[src/rtl/ecgm_pkg.sv]
package ecgm_pkg;
  localparam int NUM_CHANNELS = 6;
  localparam logic [7:0] SEL_RESET = 8'h00;
  localparam logic [7:0] GEN_OFF = 8'h00;
  localparam logic [7:0] GEN_SYNC_CHAR = 8'h01;
  localparam logic [7:0] GEN_TAP_BASE = 8'h08;
  localparam logic [7:0] GEN_ACMP = 8'h20;
  localparam logic [7:0] GEN_RESULT = 8'h24;
  localparam logic [7:0] GEN_SAMPLE = 8'h25;
  localparam logic [7:0] GEN_WINDOW = 8'h26;
  localparam logic [7:0] GEN_PIN_LOW = 8'h40;
  localparam logic [7:0] GEN_PIN_HIGH = 8'h48;
  localparam logic [7:0] GEN_XCK0 = 8'h60;
  localparam logic [7:0] GEN_XCK1 = 8'h61;
  localparam logic [7:0] GEN_SPI_SCK = 8'h68;
  localparam logic [7:0] GEN_OVERFLOW_OR_LOW_UNDERFLOW = 8'h80;
  localparam logic [7:0] GEN_HIGH_BYTE_UNDERFLOW = 8'h81;
  localparam logic [7:0] GEN_CMP0 = 8'h84;
  localparam logic [7:0] GEN_CMP1 = 8'h85;
  localparam logic [7:0] GEN_CMP2 = 8'h86;
  localparam logic [7:0] GEN_CT1_CAPTURE_FLAG_EVENT = 8'hA0;
  localparam logic [7:0] GEN_CT1_OVF = 8'hA1;
  localparam logic [7:0] GEN_CT2_CAPTURE_FLAG_EVENT = 8'hA2;
  localparam logic [7:0] GEN_CT2_OVF = 8'hA3;
  localparam int SYNC_STAGES = 2;

  // periodic taps: bit 0..7 = div8192,4096,2048,1024,512,256,128,64
  typedef struct packed {
    logic [7:0] periodic_tap;
    logic analog_comparator;
    logic [7:0] port_a;
    logic [7:0] port_b;
    logic [7:0] port_c;
    logic [7:0] port_a_in_en;
    logic [7:0] port_b_in_en;
    logic [7:0] port_c_in_en;
  } ecgm_async_gen_t;

  typedef struct packed {
    logic sync_char_detect;
    logic result_ready;
    logic sample_ready;
    logic window_compare_match;
    logic [1:0] serial_transfer_clock;
    logic spi_sck;
    logic wide_timer_split;
    logic overflow_or_low_underflow;
    logic high_byte_underflow;
    logic [2:0] compare_match;
    logic [1:0] capture_flag_event;
    logic [1:0] overflow_event;
  } ecgm_sync_gen_t;
endpackage

[src/rtl/ecgm_sync.sv]
`timescale 1ns/1ps
module ecgm_sync #(
  parameter int STAGES = 2
) (
  input wire logic clk_sys_i,
  input wire logic reset_i,
  input wire logic async_i,
  output logic sync_o
);
  logic [STAGES-1:0] chain;

  always_ff @(posedge clk_sys_i) begin
    if (reset_i) begin
      chain <= '0;
    end else begin
      chain <= {chain[STAGES-2:0], async_i};
    end
  end

  assign sync_o = chain[STAGES-1];
endmodule // ecgm_sync

[src/rtl/ecgm_mux.sv]
`timescale 1ns/1ps
module ecgm_mux
  import ecgm_pkg::*;
#(
  parameter int CHANNELS = NUM_CHANNELS
) (
  input wire logic clk_sys_i,
  input wire logic reset_i,
  input wire logic [CHANNELS-1:0] sel_write_i,
  input wire logic [7:0] sel_data_i,
  input wire ecgm_pkg::ecgm_async_gen_t async_gen_i,
  input wire ecgm_pkg::ecgm_sync_gen_t sync_gen_i,
  output logic [CHANNELS*8-1:0] channel_generator_select_o,
  output logic [CHANNELS-1:0] channel_async_o,
  output logic [CHANNELS-1:0] channel_sync_o
);
  import ecgm_pkg::*;

  wire [7:0] pin_a = async_gen_i.port_a & async_gen_i.port_a_in_en;
  wire [7:0] pin_b = async_gen_i.port_b & async_gen_i.port_b_in_en;
  wire [7:0] pin_c = async_gen_i.port_c & async_gen_i.port_c_in_en;

  genvar ch;
  generate
    for (ch = 0; ch < CHANNELS; ch = ch + 1) begin : g_chan
      logic [7:0] channel_generator_select;
      logic async_src;
      logic sync_src;
      logic is_async;
      logic synced;
      wire [2:0] low3 = channel_generator_select[2:0];
      wire [1:0] tap_idx = channel_generator_select[1:0];
      wire is_tap = channel_generator_select[7:2] == GEN_TAP_BASE[7:2];
      wire is_pin_lo = channel_generator_select[7:3] == GEN_PIN_LOW[7:3];
      wire is_pin_hi = channel_generator_select[7:3] == GEN_PIN_HIGH[7:3];
      // channel pair index 0: ch0/1, 1: ch2/3, 2: ch4/5
      wire [1:0] pair = 2'(ch / 2);
      wire odd = 1'(ch % 2);
      wire [7:0] pin_lo_bank = (pair == 2'd0) ? pin_a :
                               (pair == 2'd1) ? pin_c : pin_b;
      wire [7:0] pin_hi_bank = (pair == 2'd0) ? pin_b :
                               (pair == 2'd1) ? pin_a : pin_c;

      always_ff @(posedge clk_sys_i) begin
        if (reset_i) begin
          channel_generator_select <= SEL_RESET;
        end else if (sel_write_i[ch]) begin
          channel_generator_select <= sel_data_i;
        end
      end

      always_comb begin
        async_src = 1'b0;
        is_async = 1'b0;
        if (is_tap) begin
          is_async = 1'b1;
          async_src = async_gen_i.periodic_tap[{odd, tap_idx}];
        end else if (channel_generator_select == GEN_ACMP) begin
          is_async = 1'b1;
          async_src = async_gen_i.analog_comparator;
        end else if (is_pin_lo) begin
          is_async = 1'b1;
          async_src = pin_lo_bank[low3];
        end else if (is_pin_hi) begin
          is_async = 1'b1;
          async_src = pin_hi_bank[low3];
        end
      end

      always_comb begin
        // off and unknown codes stay low
        sync_src = 1'b0;
        case (channel_generator_select)
          GEN_SYNC_CHAR: sync_src = sync_gen_i.sync_char_detect;
          GEN_RESULT: sync_src = sync_gen_i.result_ready;
          GEN_SAMPLE: sync_src = sync_gen_i.sample_ready;
          GEN_WINDOW: sync_src = sync_gen_i.window_compare_match;
          GEN_XCK0: sync_src = sync_gen_i.serial_transfer_clock[0];
          GEN_XCK1: sync_src = sync_gen_i.serial_transfer_clock[1];
          GEN_SPI_SCK: sync_src = sync_gen_i.spi_sck;
          GEN_OVERFLOW_OR_LOW_UNDERFLOW: sync_src = sync_gen_i.overflow_or_low_underflow;
          GEN_HIGH_BYTE_UNDERFLOW: sync_src = sync_gen_i.wide_timer_split &
                               sync_gen_i.high_byte_underflow;
          GEN_CMP0: sync_src = sync_gen_i.compare_match[0];
          GEN_CMP1: sync_src = sync_gen_i.compare_match[1];
          GEN_CMP2: sync_src = sync_gen_i.compare_match[2];
          GEN_CT1_CAPTURE_FLAG_EVENT: sync_src = sync_gen_i.capture_flag_event[0];
          GEN_CT1_OVF: sync_src = sync_gen_i.overflow_event[0];
          GEN_CT2_CAPTURE_FLAG_EVENT: sync_src = sync_gen_i.capture_flag_event[1];
          GEN_CT2_OVF: sync_src = sync_gen_i.overflow_event[1];
          default: sync_src = 1'b0;
        endcase
      end

      ecgm_sync #(
        .STAGES(SYNC_STAGES)
      ) u_sync (
        .clk_sys_i(clk_sys_i),
        .reset_i(reset_i),
        .async_i(async_src),
        .sync_o(synced)
      );

      assign channel_async_o[ch] = is_async ? async_src : sync_src;
      assign channel_sync_o[ch] = is_async ? synced : sync_src;
      assign channel_generator_select_o[ch*8 +: 8] =
        channel_generator_select;
    end
  endgenerate
endmodule // ecgm_mux

[config.mk]
export PLATFORM = sky130hd
export DESIGN_NAME = ecgm_mux
export DESIGN_NICKNAME = d
export VERILOG_FILES = /design/src/rtl/ecgm_pkg.sv /design/src/rtl/ecgm_sync.sv /design/src/rtl/ecgm_mux.sv
export SDC_FILE = /design/constraint.sdc
export NUM_CORES = 1
export LEC_CHECK = 0
export BUFFER_PORTS_ARGS = -buffer_cell sky130_fd_sc_hd__buf_2
export CORE_MARGIN = 1.5
export CORE_UTILIZATION = 50
export DETAILED_ROUTE_END_ITERATION = 10
export PLACE_DENSITY = 0.78
export SLEW_MARGIN = 10
export SYNTH_ARGS = -nofsm -noshare
export SYNTH_HDL_FRONTEND = slang
export SYNTH_SLANG_ARGS = --single-unit
[constraint.sdc]
create_clock -name clk_sys_i -period 2.35 [get_ports clk_sys_i]
set_input_delay 0.235 -clock clk_sys_i [delete_from_list [all_inputs] [get_ports clk_sys_i]]
set_output_delay 0.235 -clock clk_sys_i [all_outputs]
set_load 0.05 [all_outputs]
==> results of run 1 <==
## registers in the layout, indices dropped and copies added (netlist names)
name                             count
g_chan.u_sync.chain                 12
g_chan.channel_generator_select     48
## cell families (layout without fill, tap and decap cells)
kind of cell           after synthesis  count (layout)  share of synthesized area
DFF                                 60              60                      0.249
muxes                               92              92                      0.260
and+or+nand+nor                    282             282                      0.307
buffers and inverters               52             231                     0.0460
AOI/OAI and AO/OA                   94              94                      0.137
## Yosys cell counts (8+ instances only)
library cell / n
sky130_fd_sc_hd__clkbuf_1: 29
sky130_fd_sc_hd__a31oi_1: 18
sky130_fd_sc_hd__dfxtp_1: 60
sky130_fd_sc_hd__nand2b_1: 13
sky130_fd_sc_hd__nor2_1: 81
sky130_fd_sc_hd__o21ai_0: 10
sky130_fd_sc_hd__mux4_2: 26
sky130_fd_sc_hd__a21oi_1: 14
sky130_fd_sc_hd__nand3_1: 25
sky130_fd_sc_hd__nor3_1: 24
sky130_fd_sc_hd__nor2b_1: 17
sky130_fd_sc_hd__nor4_1: 8
sky130_fd_sc_hd__nand2_1: 49
sky130_fd_sc_hd__nand4_1: 10
sky130_fd_sc_hd__buf_2: 15
sky130_fd_sc_hd__mux2i_1: 59
## stage by stage
stage / instance area (um^2) / util / TNS (ps)
floorplan: 4890 / - / -248
global placement: 5820 / 0.626 / 0
detailed placement: 5820 / 0.626 / 0
CTS: 6400 / 0.689 / -1.90
global route: 6700 / 0.722 / -581
finish: 6700 / 0.722 / -189
## timing repair
item | in CTS | in global routing
gates resized for setup | 68 | 53
setup endpoints to repair | 12 | 12
buffers inserted | 20 | 11
gates cloned | 0 | 1
pin swaps | 17 | 16
## power groups by stage
| stage | registers [mW] | clock network [mW] | logic, mW |
|---|---|---|---|
| floorplan | 1.32 | 0 | 0.598 |
| global placement | 1.20 | 0 | 1.09 |
| detailed placement | 1.20 | 0 | 1.09 |
| CTS | 1.16 | 0.989 | 1.19 |
| global route | 1.17 | 1.03 | 1.34 |
| finish | 1.16 | 0.979 | 1.28 |
## final cells by class
class | instances | area (um^2)
clock buffers | 9 | 124
clock inverters | 7 | 76.3
fillers | 752 | 2580
inverters | 7 | 28.8
multi-input cells | 468 | 3700
flip-flops and latches | 60 | 1300
well taps | 129 | 161
repair buffers | 208 | 1310
## final timing paths
kind / start / to / slack [ps]
max: g_chan[4].channel_generator_select[2] / channel_sync_o[4] / -50
min: sel_data_i[0] / g_chan[1].channel_generator_select[0] / 290
max reg2reg: g_chan[0].channel_generator_select[1] / g_chan[0].u_sync.chain[0] / 570
min reg2reg: g_chan[4].u_sync.chain[0] / g_chan[4].u_sync.chain[1] / 440
## metal layers
metal	wire, um	vias to the layer above	global-route usage	part of all wire
met2	9360	346	0.615	0.47
met5	0	-	0	0
met4	843	0	0.179	0.043
met1	7740	2744	0.477	0.39
li1	-	2545	-	-
met3	1850	72	0.0945	0.093
## worst max-delay path: cells and delay by family, from the launching register on
family | cells | cell delay (ps)
flip-flops | 1 | 350
buffers and inverters | 2 | 340
AND/OR/NAND/NOR | 4 | 850
AO/OA/AOI/OAI | 2 | 270
==> flow_results.xml, run 1 <==
<?xml version="1.0" encoding="UTF-8"?>
<metrics>
  <group name="power">
    <metric name="power_frac_comb" unit="">0.374</metric>
    <metric name="ir_drop" unit="uV">434</metric>
    <metric name="net-switching-power" unit="mW">1.36</metric>
    <metric name="cell_internal_pwr" unit="mW">2.06</metric>
    <metric name="power.static_leakage" unit="nW">2.88</metric>
    <metric name="swShare" unit="">0.397</metric>
    <metric name="seq_power_share" unit="">0.340</metric>
    <metric name="pwr_density_cell" unit="mW/mm^2">510</metric>
    <metric name="total_power" unit="mW">3.42</metric>
    <metric name="clockPowerShare" unit="">0.286</metric>
  </group>
  <group name="yosys">
    <metric name="seq_total_area_yosys" unit="">0.249</metric>
    <metric name="yosys_register_bits" unit="">60</metric>
    <metric name="synthesis.instances" unit="">580</metric>
    <metric name="ys.warnings.count" unit="">0</metric>
    <metric name="ys_async_sr_fraction" unit="">0</metric>
    <metric name="mappedNetlistNets" unit="">670</metric>
    <metric name="synth_flop_cell" unit="">sky130_fd_sc_hd__dfxtp_1</metric>
    <metric name="synthesis.area_per_instance" unit="um^2">8.31</metric>
    <metric name="synth.area.top_cells" unit="">sky130_fd_sc_hd__dfxtp_1 (25%), sky130_fd_sc_hd__mux2i_1 (12%), sky130_fd_sc_hd__mux4_2 (12%)</metric>
    <metric name="synth_top_area_share" unit="">0.249</metric>
    <metric name="yosysUniqueCellTypes" unit="">67</metric>
    <metric name="syn_area" unit="mm^2">0.00482</metric>
    <metric name="synth_edf_count" unit="">0</metric>
    <metric name="synth_largest_area_cell" unit="">sky130_fd_sc_hd__dfxtp_1</metric>
  </group>
  <group name="critical_path">
    <metric name="path_common_cell" unit="">sky130_fd_sc_hd__nor3_2</metric>
    <metric name="critPathMaxStageDelay" unit="ps">560</metric>
    <metric name="timing.critical_path.fanout_max" unit="">8</metric>
    <metric name="critical_path.slowest_cell" unit="">sky130_fd_sc_hd__or4b_1</metric>
    <metric name="critical_path_sink_type" unit="">primary output</metric>
    <metric name="timing_worst_setup_path_type" unit="">reg -&gt; out</metric>
    <metric name="crit_path_cell_trace" unit="">buf_4 -&gt; or4b_1 -&gt; nor3_2 -&gt; a31oi_1 -&gt; a21oi_1 -&gt; nor3_2 -&gt; nand2_1 -&gt; buf_6</metric>
    <metric name="critical_path_arrival" unit="ps">2170</metric>
    <metric name="start_kind" unit="">flop</metric>
    <metric name="reg2regPathDepth" unit="">6</metric>
    <metric name="cp.required" unit="ps">2120</metric>
  </group>
  <group name="global_route">
    <metric name="grt_pass1_vias" unit="">5203</metric>
    <metric name="overflow" unit="">0</metric>
    <metric name="track_usage" unit="">0.380</metric>
    <metric name="grt_start_max_net_pins" unit="">26</metric>
    <metric name="grt_first_pass_wirelength" unit="mm">29.0</metric>
    <metric name="antenna_violations_before_repair" unit="">0</metric>
  </group>
  <group name="route">
    <metric name="via_per_inst" unit="">6.43</metric>
    <metric name="detail_route.first_pass.iterations" unit="">5</metric>
    <metric name="routed_wirelength" unit="mm">19.8</metric>
    <metric name="vias" unit="">5707</metric>
    <metric name="detail_route.iter0.violations" unit="">479</metric>
    <metric name="ant_nets" unit="">0</metric>
    <metric name="post_drt_wl_per_cell" unit="um">22.3</metric>
    <metric name="detail_route.drc_violations" unit="">0</metric>
  </group>
  <group name="clock_network">
    <metric name="tritoncts_num_sinks" unit="">60</metric>
    <metric name="cts.root.buffer_cell" unit="">sky130_fd_sc_hd__clkbuf_8</metric>
    <metric name="holdBufCountCts" unit="">0</metric>
    <metric name="clkTransAtPathRegs" unit="ps">80</metric>
    <metric name="cts_buffer_depth" unit="">2</metric>
    <metric name="clock_tree_from_tritoncts" unit="">yes</metric>
    <metric name="cts_htree_levels" unit="">3</metric>
    <metric name="clk_latency" unit="ps">360</metric>
    <metric name="numCtsBuffers" unit="">9</metric>
  </group>
  <group name="placement">
    <metric name="place.detailed.instances" unit="">840</metric>
    <metric name="hpwl" unit="mm">13.6</metric>
    <metric name="detailedPlace.worstSlack" unit="ps">167</metric>
    <metric name="routabilityCongestion" unit="">0.949</metric>
    <metric name="numPortBuffers" unit="">149</metric>
  </group>
  <group name="floorplanning">
    <metric name="fp.dieArea" unit="mm^2">0.0102</metric>
    <metric name="die_h" unit="um">101</metric>
    <metric name="die-width" unit="um">101</metric>
    <metric name="fp.coreArea" unit="mm^2">0.00928</metric>
    <metric name="floorplan.io_pins" unit="">150</metric>
    <metric name="initial_utilization" unit="">0.519</metric>
    <metric name="placement_rows" unit="">35</metric>
  </group>
  <group name="cells_and_area">
    <metric name="layout.cells.non_filler" unit="">888</metric>
    <metric name="areaGrowthSynthToFinish" unit="%">39.1</metric>
    <metric name="final_common_cell" unit="">sky130_fd_sc_hd__buf_2</metric>
    <metric name="mostFrequentLayoutCells" unit="">sky130_fd_sc_hd__buf_2 (138), sky130_fd_sc_hd__nor2_1 (81), sky130_fd_sc_hd__mux2i_1 (59), sky130_fd_sc_hd__buf_4 (50), sky130_fd_sc_hd__nand2_1 (45)</metric>
    <metric name="antenna_cells" unit="">0</metric>
    <metric name="nets" unit="">844</metric>
    <metric name="post_route_cells_drive_above_1_share" unit="">0.466</metric>
  </group>
  <group name="timing">
    <metric name="setup_slack" unit="ps">-54.6</metric>
    <metric name="slew-limit-headroom" unit="">0.624</metric>
    <metric name="max_freq" unit="MHz">416</metric>
    <metric name="setup_viol" unit="">6</metric>
    <metric name="final_max_slew_viol_count" unit="">0</metric>
    <metric name="whs" unit="ps">290</metric>
    <metric name="worstMarginPinSlew" unit="ps">564</metric>
    <metric name="clock_tree_skew_after_final_layout" unit="ps">11.7</metric>
    <metric name="hold_viol" unit="">0</metric>
    <metric name="layout_min_cycle_time" unit="ps">2400</metric>
    <metric name="finalCritPeriodShare" unit="">1.02</metric>
    <metric name="setup_repair_after_global_routing_missed_its_margin" unit="">true</metric>
  </group>
  <group name="status">
    <metric name="failed_checks" unit="">negative setup slack</metric>
    <metric name="outcome" unit="">finished, violations left</metric>
  </group>
  <group name="min_path">
    <metric name="min_delay_path_depth" unit="">3</metric>
    <metric name="worst_hold_path_type" unit="">in -&gt; reg</metric>
  </group>
  <group name="run">
    <metric name="count_of_maximum_capacitance_violations" unit="">0</metric>
  </group>
</metrics>
Power figures use the tool's default switching activity.
==> run 2, diff against run 1 <==
- MAX_ROUTING_LAYER: unset -> met4
==> run 2 against run 1 <==
The run still ends with negative setup slack left. Sequential power barely moved. Via count grew 1.3%. Global-route usage increased by 1.4 points. Worst hold slack lost 20 ps. Combinational power is essentially flat. Critical path type unchanged. Clock-buffer cell count grew 3.
==> flow_results.xml, run 2 (synthesis gave the netlist of run 1 again) <==
<?xml version="1.0" encoding="UTF-8"?>
<metrics>
  <group name="status">
    <metric name="outcome" unit="">finished, violations left</metric>
    <metric name="failed_checks" unit="">negative setup slack</metric>
  </group>
  <group name="global_route">
    <metric name="grt_first_pass_wirelength" unit="mm">29.2</metric>
    <metric name="track_usage" unit="">0.394</metric>
    <metric name="overflow" unit="">0</metric>
    <metric name="grt_pass1_vias" unit="">5202</metric>
    <metric name="antenna_violations_before_repair" unit="">0</metric>
    <metric name="grt_start_max_net_pins" unit="">29</metric>
  </group>
  <group name="placement">
    <metric name="place.detailed.instances" unit="">841</metric>
    <metric name="postPlaceCellArea" unit="mm^2">0.00581</metric>
    <metric name="hpwl" unit="mm">13.7</metric>
    <metric name="numPortBuffers" unit="">149</metric>
    <metric name="routabilityCongestion" unit="">0.909</metric>
  </group>
  <group name="power">
    <metric name="power.static_leakage" unit="nW">2.89</metric>
    <metric name="net-switching-power" unit="mW">1.35</metric>
    <metric name="cell_internal_pwr" unit="mW">2.13</metric>
    <metric name="swShare" unit="">0.389</metric>
    <metric name="ir_drop" unit="uV">358</metric>
    <metric name="pwr_density_cell" unit="mW/mm^2">515</metric>
    <metric name="power_frac_comb" unit="">0.373</metric>
    <metric name="seq_power_share" unit="">0.336</metric>
    <metric name="clockPowerShare" unit="">0.291</metric>
  </group>
  <group name="cells_and_area">
    <metric name="nets" unit="">848</metric>
    <metric name="final_common_cell" unit="">sky130_fd_sc_hd__buf_2</metric>
    <metric name="mostFrequentLayoutCells" unit="">sky130_fd_sc_hd__buf_2 (137), sky130_fd_sc_hd__nor2_1 (80), sky130_fd_sc_hd__buf_4 (60), sky130_fd_sc_hd__mux2i_1 (59), sky130_fd_sc_hd__nand2_1 (45)</metric>
    <metric name="final.fill_count" unit="">739</metric>
    <metric name="antenna_cells" unit="">0</metric>
    <metric name="largest_register_ffs" unit="">48</metric>
    <metric name="post_route_cells_drive_above_1_share" unit="">0.469</metric>
    <metric name="largest_register" unit="">g_chan.channel_generator_select</metric>
    <metric name="largest_registers" unit="">g_chan.channel_generator_select (48), g_chan.u_sync.chain (12)</metric>
    <metric name="areaGrowthSynthToFinish" unit="%">40.1</metric>
    <metric name="final_design_area_no_fill" unit="mm^2">0.00675</metric>
    <metric name="layout.cells.non_filler" unit="">892</metric>
    <metric name="multi_input_logic_area" unit="mm^2">0.00374</metric>
    <metric name="register_area" unit="mm^2">0.00130</metric>
  </group>
  <group name="critical_path">
    <metric name="timing_worst_setup_path_type" unit="">reg -&gt; out</metric>
    <metric name="reg2regPathDepth" unit="">7</metric>
    <metric name="critical_path.reg2reg.endpoint" unit="">g_chan[0].u_sync.chain[0]</metric>
    <metric name="crit_path_cell_trace" unit="">buf_4 -&gt; nor4_2 -&gt; nand2_1 -&gt; o21ai_1 -&gt; a21boi_4 -&gt; o211ai_1 -&gt; buf_4</metric>
    <metric name="critPathMaxStageDelay" unit="ps">410</metric>
    <metric name="path_common_cell" unit="">sky130_fd_sc_hd__buf_4</metric>
    <metric name="timing.critical_path.fanout_max" unit="">6</metric>
    <metric name="start_kind" unit="">flop</metric>
    <metric name="critical_path.slowest_cell" unit="">sky130_fd_sc_hd__nor4_2</metric>
    <metric name="cp.required" unit="ps">2120</metric>
    <metric name="critical_path_arrival" unit="ps">2210</metric>
    <metric name="rrSetupSlack" unit="ps">440</metric>
    <metric name="critical_path_sink_type" unit="">primary output</metric>
    <metric name="critical_path.reg2reg.startpoint" unit="">g_chan[0].channel_generator_select[5]</metric>
  </group>
  <group name="route">
    <metric name="vias" unit="">5780</metric>
    <metric name="detail_route.drc_violations" unit="">0</metric>
    <metric name="routed_wirelength" unit="mm">20.2</metric>
    <metric name="post_drt_wl_per_cell" unit="um">22.6</metric>
    <metric name="detail_route.iter0.violations" unit="">477</metric>
    <metric name="detail_route.first_pass.iterations" unit="">6</metric>
    <metric name="via_per_inst" unit="">6.48</metric>
    <metric name="ant_nets" unit="">0</metric>
  </group>
  <group name="floorplanning">
    <metric name="floorplan.io_pins" unit="">150</metric>
    <metric name="placement_rows" unit="">35</metric>
    <metric name="fp.coreArea" unit="mm^2">0.00928</metric>
    <metric name="die-width" unit="um">101</metric>
    <metric name="fp.dieArea" unit="mm^2">0.0102</metric>
    <metric name="die_h" unit="um">101</metric>
    <metric name="initial_utilization" unit="">0.519</metric>
  </group>
  <group name="min_path">
    <metric name="worst_hold_path_type" unit="">in -&gt; reg</metric>
    <metric name="hold_path_end" unit="">g_chan[1].channel_generator_select[0]</metric>
    <metric name="hold_path.startpoint" unit="">sel_data_i[0]</metric>
    <metric name="min_delay_path_depth" unit="">3</metric>
  </group>
  <group name="clock_network">
    <metric name="clk_latency" unit="ps">370</metric>
    <metric name="holdBufCountCts" unit="">0</metric>
    <metric name="tritoncts_num_sinks" unit="">60</metric>
    <metric name="clkTransAtPathRegs" unit="ps">90</metric>
    <metric name="numCtsBuffers" unit="">9</metric>
    <metric name="clock_tree_from_tritoncts" unit="">yes</metric>
    <metric name="cts_buffer_depth" unit="">2</metric>
    <metric name="cts_htree_levels" unit="">3</metric>
    <metric name="cts.root.buffer_cell" unit="">sky130_fd_sc_hd__clkbuf_8</metric>
  </group>
  <group name="timing">
    <metric name="timing.setup.tns" unit="ps">-212</metric>
    <metric name="finalCritPeriodShare" unit="">1.04</metric>
    <metric name="setup_viol" unit="">5</metric>
    <metric name="setup_repair_after_global_routing_missed_its_margin" unit="">true</metric>
    <metric name="max_freq" unit="MHz">409</metric>
    <metric name="layout_min_cycle_time" unit="ps">2450</metric>
    <metric name="clock_tree_skew_after_final_layout" unit="ps">20.6</metric>
    <metric name="hold_viol" unit="">0</metric>
    <metric name="final_max_slew_viol_count" unit="">0</metric>
    <metric name="slew-limit-headroom" unit="">0.628</metric>
    <metric name="setup_slack" unit="ps">-97.2</metric>
    <metric name="worstMarginPinSlew" unit="ps">557</metric>
  </group>
  <group name="run">
    <metric name="count_of_maximum_capacitance_violations" unit="">0</metric>
  </group>
</metrics>
## run 2: changes by cell type in the layout (fill, tap and decap cells not counted), sizes merged
cell      before  now
buf          207  212
clkbuf        10   12
clkinvlp       2    1
clkinv         3    2
inv            8    7
## run 2: worst max-delay path by stage
stage                     slack (ps)  cells after the start                 end                             startpoint
after detailed placement         160                      7  channel_async_o[5]  g_chan[5].channel_generator_select[5]
after global placement           200                      8  channel_async_o[0]                        async_gen_i[39]
after CTS                         -9                      6  channel_async_o[0]  g_chan[0].channel_generator_select[1]
final                           -100                      7   channel_sync_o[2]  g_chan[2].channel_generator_select[4]
after floorplan                  -90                      6  channel_async_o[1]  g_chan[1].channel_generator_select[0]
after global routing            -150                      7   channel_sync_o[2]  g_chan[2].channel_generator_select[4]
## run 2: metal layers
metal	global-route usage	wire, um	vias up
li1	-	-	2555
met1	0.489	7550	2714
met2	0.608	9510	402
met3	0.0732	2000	109
met4	0.214	1120	0
met5	-	0	-
## run 2: worst max-delay path, delay by kind of cell, from the launching register on
family / cells / cell delay [ps]
AND/OR/NAND/NOR: 2 / 540
AO/OA/AOI/OAI: 3 / 540
flip-flops: 1 / 380
buffers and inverters: 2 / 380
## run 2: layout make-up
type | instances | area share
Multi-Input combinational cell | 468 | 0.553
Sequential cell | 60 | 0.192
Inverter | 7 | 0.00463
Timing Repair Buffer | 212 | 0.196
Tap cell | 129 | 0.0239
Clock buffer | 12 | 0.0230
Clock inverter | 4 | 0.00704
## run 2: timing repair
action,CTS,global route
endpoints found under the setup margin,11,12
pin swaps,13,26
gates resized for setup,64,65
setup buffers,11,24
## run 2: through the flow
stage               power [mW]  hold slack [ps]   util  worst slack, ps
floorplan                 1.92              381      -            -94.7
global placement          2.28              415  0.626              201
detailed placement        2.29              434  0.626              156
CTS                       3.34              269  0.680            -9.30
global route              3.59              274  0.727             -146
finish                    3.48              270  0.727            -97.2
## run 2: power groups by stage
stage	combinational, mW	sequential [mW]	clock, mW
floorplan	0.598	1.32	0
global placement	1.09	1.19	0
detailed placement	1.09	1.20	0
CTS	1.17	1.17	1.01
global route	1.36	1.18	1.06
finish	1.30	1.17	1.01
==> run 3, diff against run 2 <==
==> constraint.sdc (replaced) <==
create_clock -name clk_sys_i -period 2.35 [get_ports clk_sys_i]
set_input_delay 0.235 -clock clk_sys_i [delete_from_list [all_inputs] [get_ports clk_sys_i]]
set_output_delay 0.235 -clock clk_sys_i [all_outputs]
set_load 0.005 [all_outputs]
==> run 3 against run 2 <==
Sequential share of layout area grew 1.1 points. Fmax increased by 4.7%. Largest power group is now clock. Total power down 5.7%. Worst hold slack gained 36 ps. Via count fell by 2.1%. Critical path depth is 1 lower. The flow now finishes without violations. Sequential power barely moved. Largest cell class unchanged. Global-route usage decreased by 1.3 points. First-iteration DRC count rose by 4.2%. Clock-buffer cell count stayed put.
==> flow_results.xml, run 3 (synthesis gave the netlist of run 1 again) <==
<?xml version="1.0" encoding="UTF-8"?>
<metrics>
  <group name="cells_and_area">
    <metric name="antenna_cells" unit="">0</metric>
    <metric name="largest_register_ffs" unit="">48</metric>
    <metric name="post_route_cells_drive_above_1_share" unit="">0.402</metric>
    <metric name="mostFrequentLayoutCells" unit="">sky130_fd_sc_hd__buf_2 (149), sky130_fd_sc_hd__nor2_1 (81), sky130_fd_sc_hd__mux2i_1 (59), sky130_fd_sc_hd__nand2_1 (49), sky130_fd_sc_hd__buf_4 (33)</metric>
    <metric name="areaGrowthSynthToFinish" unit="%">29.9</metric>
    <metric name="post-route-util" unit="">0.674</metric>
    <metric name="nets" unit="">819</metric>
    <metric name="largest_registers" unit="">g_chan.channel_generator_select (48), g_chan.u_sync.chain (12)</metric>
    <metric name="final.fill_count" unit="">805</metric>
    <metric name="largest_register" unit="">g_chan.channel_generator_select</metric>
    <metric name="final_common_cell" unit="">sky130_fd_sc_hd__buf_2</metric>
  </group>
  <group name="floorplanning">
    <metric name="fp.coreArea" unit="mm^2">0.00928</metric>
    <metric name="placement_rows" unit="">35</metric>
    <metric name="floorplan.io_pins" unit="">150</metric>
    <metric name="initial_utilization" unit="">0.519</metric>
    <metric name="fp.dieArea" unit="mm^2">0.0102</metric>
    <metric name="die_h" unit="um">101</metric>
    <metric name="die-width" unit="um">101</metric>
  </group>
  <group name="min_path">
    <metric name="worst_hold_path_type" unit="">in -&gt; reg</metric>
    <metric name="hold_path.startpoint" unit="">sel_write_i[0]</metric>
    <metric name="hold_path_end" unit="">g_chan[0].channel_generator_select[4]</metric>
    <metric name="min_delay_path_depth" unit="">3</metric>
  </group>
  <group name="critical_path">
    <metric name="critical_path.reg2reg.endpoint" unit="">g_chan[0].u_sync.chain[0]</metric>
    <metric name="reg2regPathDepth" unit="">6</metric>
    <metric name="critical_path.reg2reg.startpoint" unit="">g_chan[0].channel_generator_select[4]</metric>
    <metric name="rrSetupSlack" unit="ps">560</metric>
    <metric name="crit_path_cell_trace" unit="">buf_4 -&gt; nand4b_1 -&gt; o41ai_1 -&gt; a2111oi_4 -&gt; o21ai_1 -&gt; buf_2</metric>
    <metric name="critPathMaxStageDelay" unit="ps">670</metric>
    <metric name="critical_path.slowest_cell" unit="">sky130_fd_sc_hd__o41ai_1</metric>
    <metric name="critical_path_arrival" unit="ps">2100</metric>
    <metric name="start_kind" unit="">flop</metric>
    <metric name="timing.critical_path.fanout_max" unit="">9</metric>
    <metric name="timing_worst_setup_path_type" unit="">reg -&gt; out</metric>
    <metric name="critical_path_sink_type" unit="">primary output</metric>
    <metric name="cp.required" unit="ps">2120</metric>
  </group>
  <group name="global_route">
    <metric name="grt_pass1_vias" unit="">5100</metric>
    <metric name="overflow" unit="">0</metric>
    <metric name="antenna_violations_before_repair" unit="">0</metric>
    <metric name="grt_start_max_net_pins" unit="">61</metric>
    <metric name="grt_first_pass_wirelength" unit="mm">28.4</metric>
    <metric name="track_usage" unit="">0.381</metric>
  </group>
  <group name="timing">
    <metric name="clock_tree_skew_after_final_layout" unit="ps">6.90</metric>
    <metric name="finalCritPeriodShare" unit="">0.995</metric>
    <metric name="setup_repair_after_global_routing_missed_its_margin" unit="">true</metric>
    <metric name="setup_viol" unit="">0</metric>
    <metric name="slew-limit-headroom" unit="">0.521</metric>
    <metric name="max_freq" unit="MHz">428</metric>
    <metric name="worstMarginPinSlew" unit="ps">709</metric>
    <metric name="layout_min_cycle_time" unit="ps">2340</metric>
    <metric name="hold_viol" unit="">0</metric>
    <metric name="whs" unit="ps">306</metric>
    <metric name="final_max_slew_viol_count" unit="">0</metric>
  </group>
  <group name="run">
    <metric name="count_of_maximum_capacitance_violations" unit="">0</metric>
  </group>
  <group name="clock_network">
    <metric name="clkTransAtPathRegs" unit="ps">70</metric>
    <metric name="cts_buffer_depth" unit="">2</metric>
    <metric name="numCtsBuffers" unit="">9</metric>
    <metric name="tritoncts_num_sinks" unit="">60</metric>
    <metric name="cts_htree_levels" unit="">3</metric>
    <metric name="cts.root.buffer_cell" unit="">sky130_fd_sc_hd__clkbuf_8</metric>
    <metric name="clock_tree_from_tritoncts" unit="">yes</metric>
    <metric name="clk_latency" unit="ps">350</metric>
  </group>
  <group name="route">
    <metric name="vias" unit="">5661</metric>
    <metric name="detail_route.first_pass.iterations" unit="">5</metric>
    <metric name="detail_route.iter0.violations" unit="">497</metric>
    <metric name="ant_nets" unit="">0</metric>
    <metric name="detail_route.drc_violations" unit="">0</metric>
    <metric name="routed_wirelength" unit="mm">18.9</metric>
    <metric name="post_drt_wl_per_cell" unit="um">21.8</metric>
    <metric name="via_per_inst" unit="">6.56</metric>
  </group>
  <group name="placement">
    <metric name="numPortBuffers" unit="">149</metric>
    <metric name="routabilityCongestion" unit="">0.992</metric>
    <metric name="hpwl" unit="mm">13.5</metric>
  </group>
  <group name="power">
    <metric name="pwr_density_cell" unit="mW/mm^2">524</metric>
    <metric name="power.static_leakage" unit="nW">2.71</metric>
    <metric name="total_power" unit="mW">3.28</metric>
    <metric name="ir_drop" unit="uV">294</metric>
  </group>
  <group name="status">
    <metric name="outcome" unit="">completed</metric>
  </group>
</metrics>
## run 3: cell types whose count changed in the layout (fill, tap and decap cells not counted), moves of 5 or more
cell	delta
sky130_fd_sc_hd__dfxtp_4	-8
sky130_fd_sc_hd__buf_6	-9
sky130_fd_sc_hd__buf_8	-5
sky130_fd_sc_hd__buf_2	+12
sky130_fd_sc_hd__buf_4	-27
sky130_fd_sc_hd__dfxtp_1	+5
## run 3: final cells by class
type / count / area (um^2) / area share
Multi-Input combinational cell: 468 / 3540 / 0.566
Sequential cell: 60 / 1270 / 0.203
Timing Repair Buffer: 183 / 1000 / 0.161
Tap cell: 129 / 161 / 0.0258
Clock buffer: 12 / 155 / 0.0248
Clock inverter: 4 / 95.1 / 0.0152
Inverter: 7 / 26.3 / 0.00420
## run 3: metal layers
metal / vias to the layer above / GRT usage / share of wire
met3: 87 / 0.0766 / 0.13
met5: - / - / 0
met2: 434 / 0.556 / 0.43
li1: 2488 / - / -
met4: 0 / 0.155 / 0.043
met1: 2652 / 0.517 / 0.40
## run 3: through the flow
step / cells / cell area, um^2 / setup WS [ps] / setup TNS (ps)
final: 863 / 6260 / 11.8 / 0
after global routing: 863 / 6260 / -14.1 / -19.1
after CTS: 858 / 6050 / 1.34 / 0
after detailed placement: 842 / 5750 / 186 / 0
after global placement: 842 / 5750 / 129 / 0
after floorplan: 580 / 4820 / 469 / 0
## run 3: report_power, final
part           internal (mW)  switching [mW]
Sequential              1.07           0.105
Clock                  0.762           0.457
Combinational          0.409           0.471
Total                   2.25            1.03
## run 3: worst max path at each step
stage / start / to / cells past startpoint
2_1_floorplan: g_chan[0].channel_generator_select[7] / channel_async_o[0] / 6
3_3_place_gp: g_chan[3].channel_generator_select[3] / channel_sync_o[3] / 7
3_5_place_dp: g_chan[3].channel_generator_select[3] / channel_sync_o[3] / 7
4_1_cts: g_chan[2].channel_generator_select[4] / channel_async_o[2] / 7
5_1_grt: g_chan[0].channel_generator_select[4] / channel_async_o[0] / 6
6_report: g_chan[3].channel_generator_select[2] / channel_sync_o[3] / 6
## run 3: worst max-delay path, delay by kind of cell, from the launching register on
kind / cells / cell delay [ps]
AO/OA/AOI/OAI: 3 / 910
buffers and inverters: 2 / 310
flip-flops: 1 / 340
AND/OR/NAND/NOR: 1 / 200
## run 3: timing repair
item / 4_1_cts / 5_1_grt
hold endpoints to repair: 0 / 0
buffers inserted: 0 / 5
hold buffers: 0 / 0
pin swaps: 1 / 3
gates resized for setup: 21 / 53
gates cloned: 0 / 0
endpoints found under the setup margin: 10 / 11
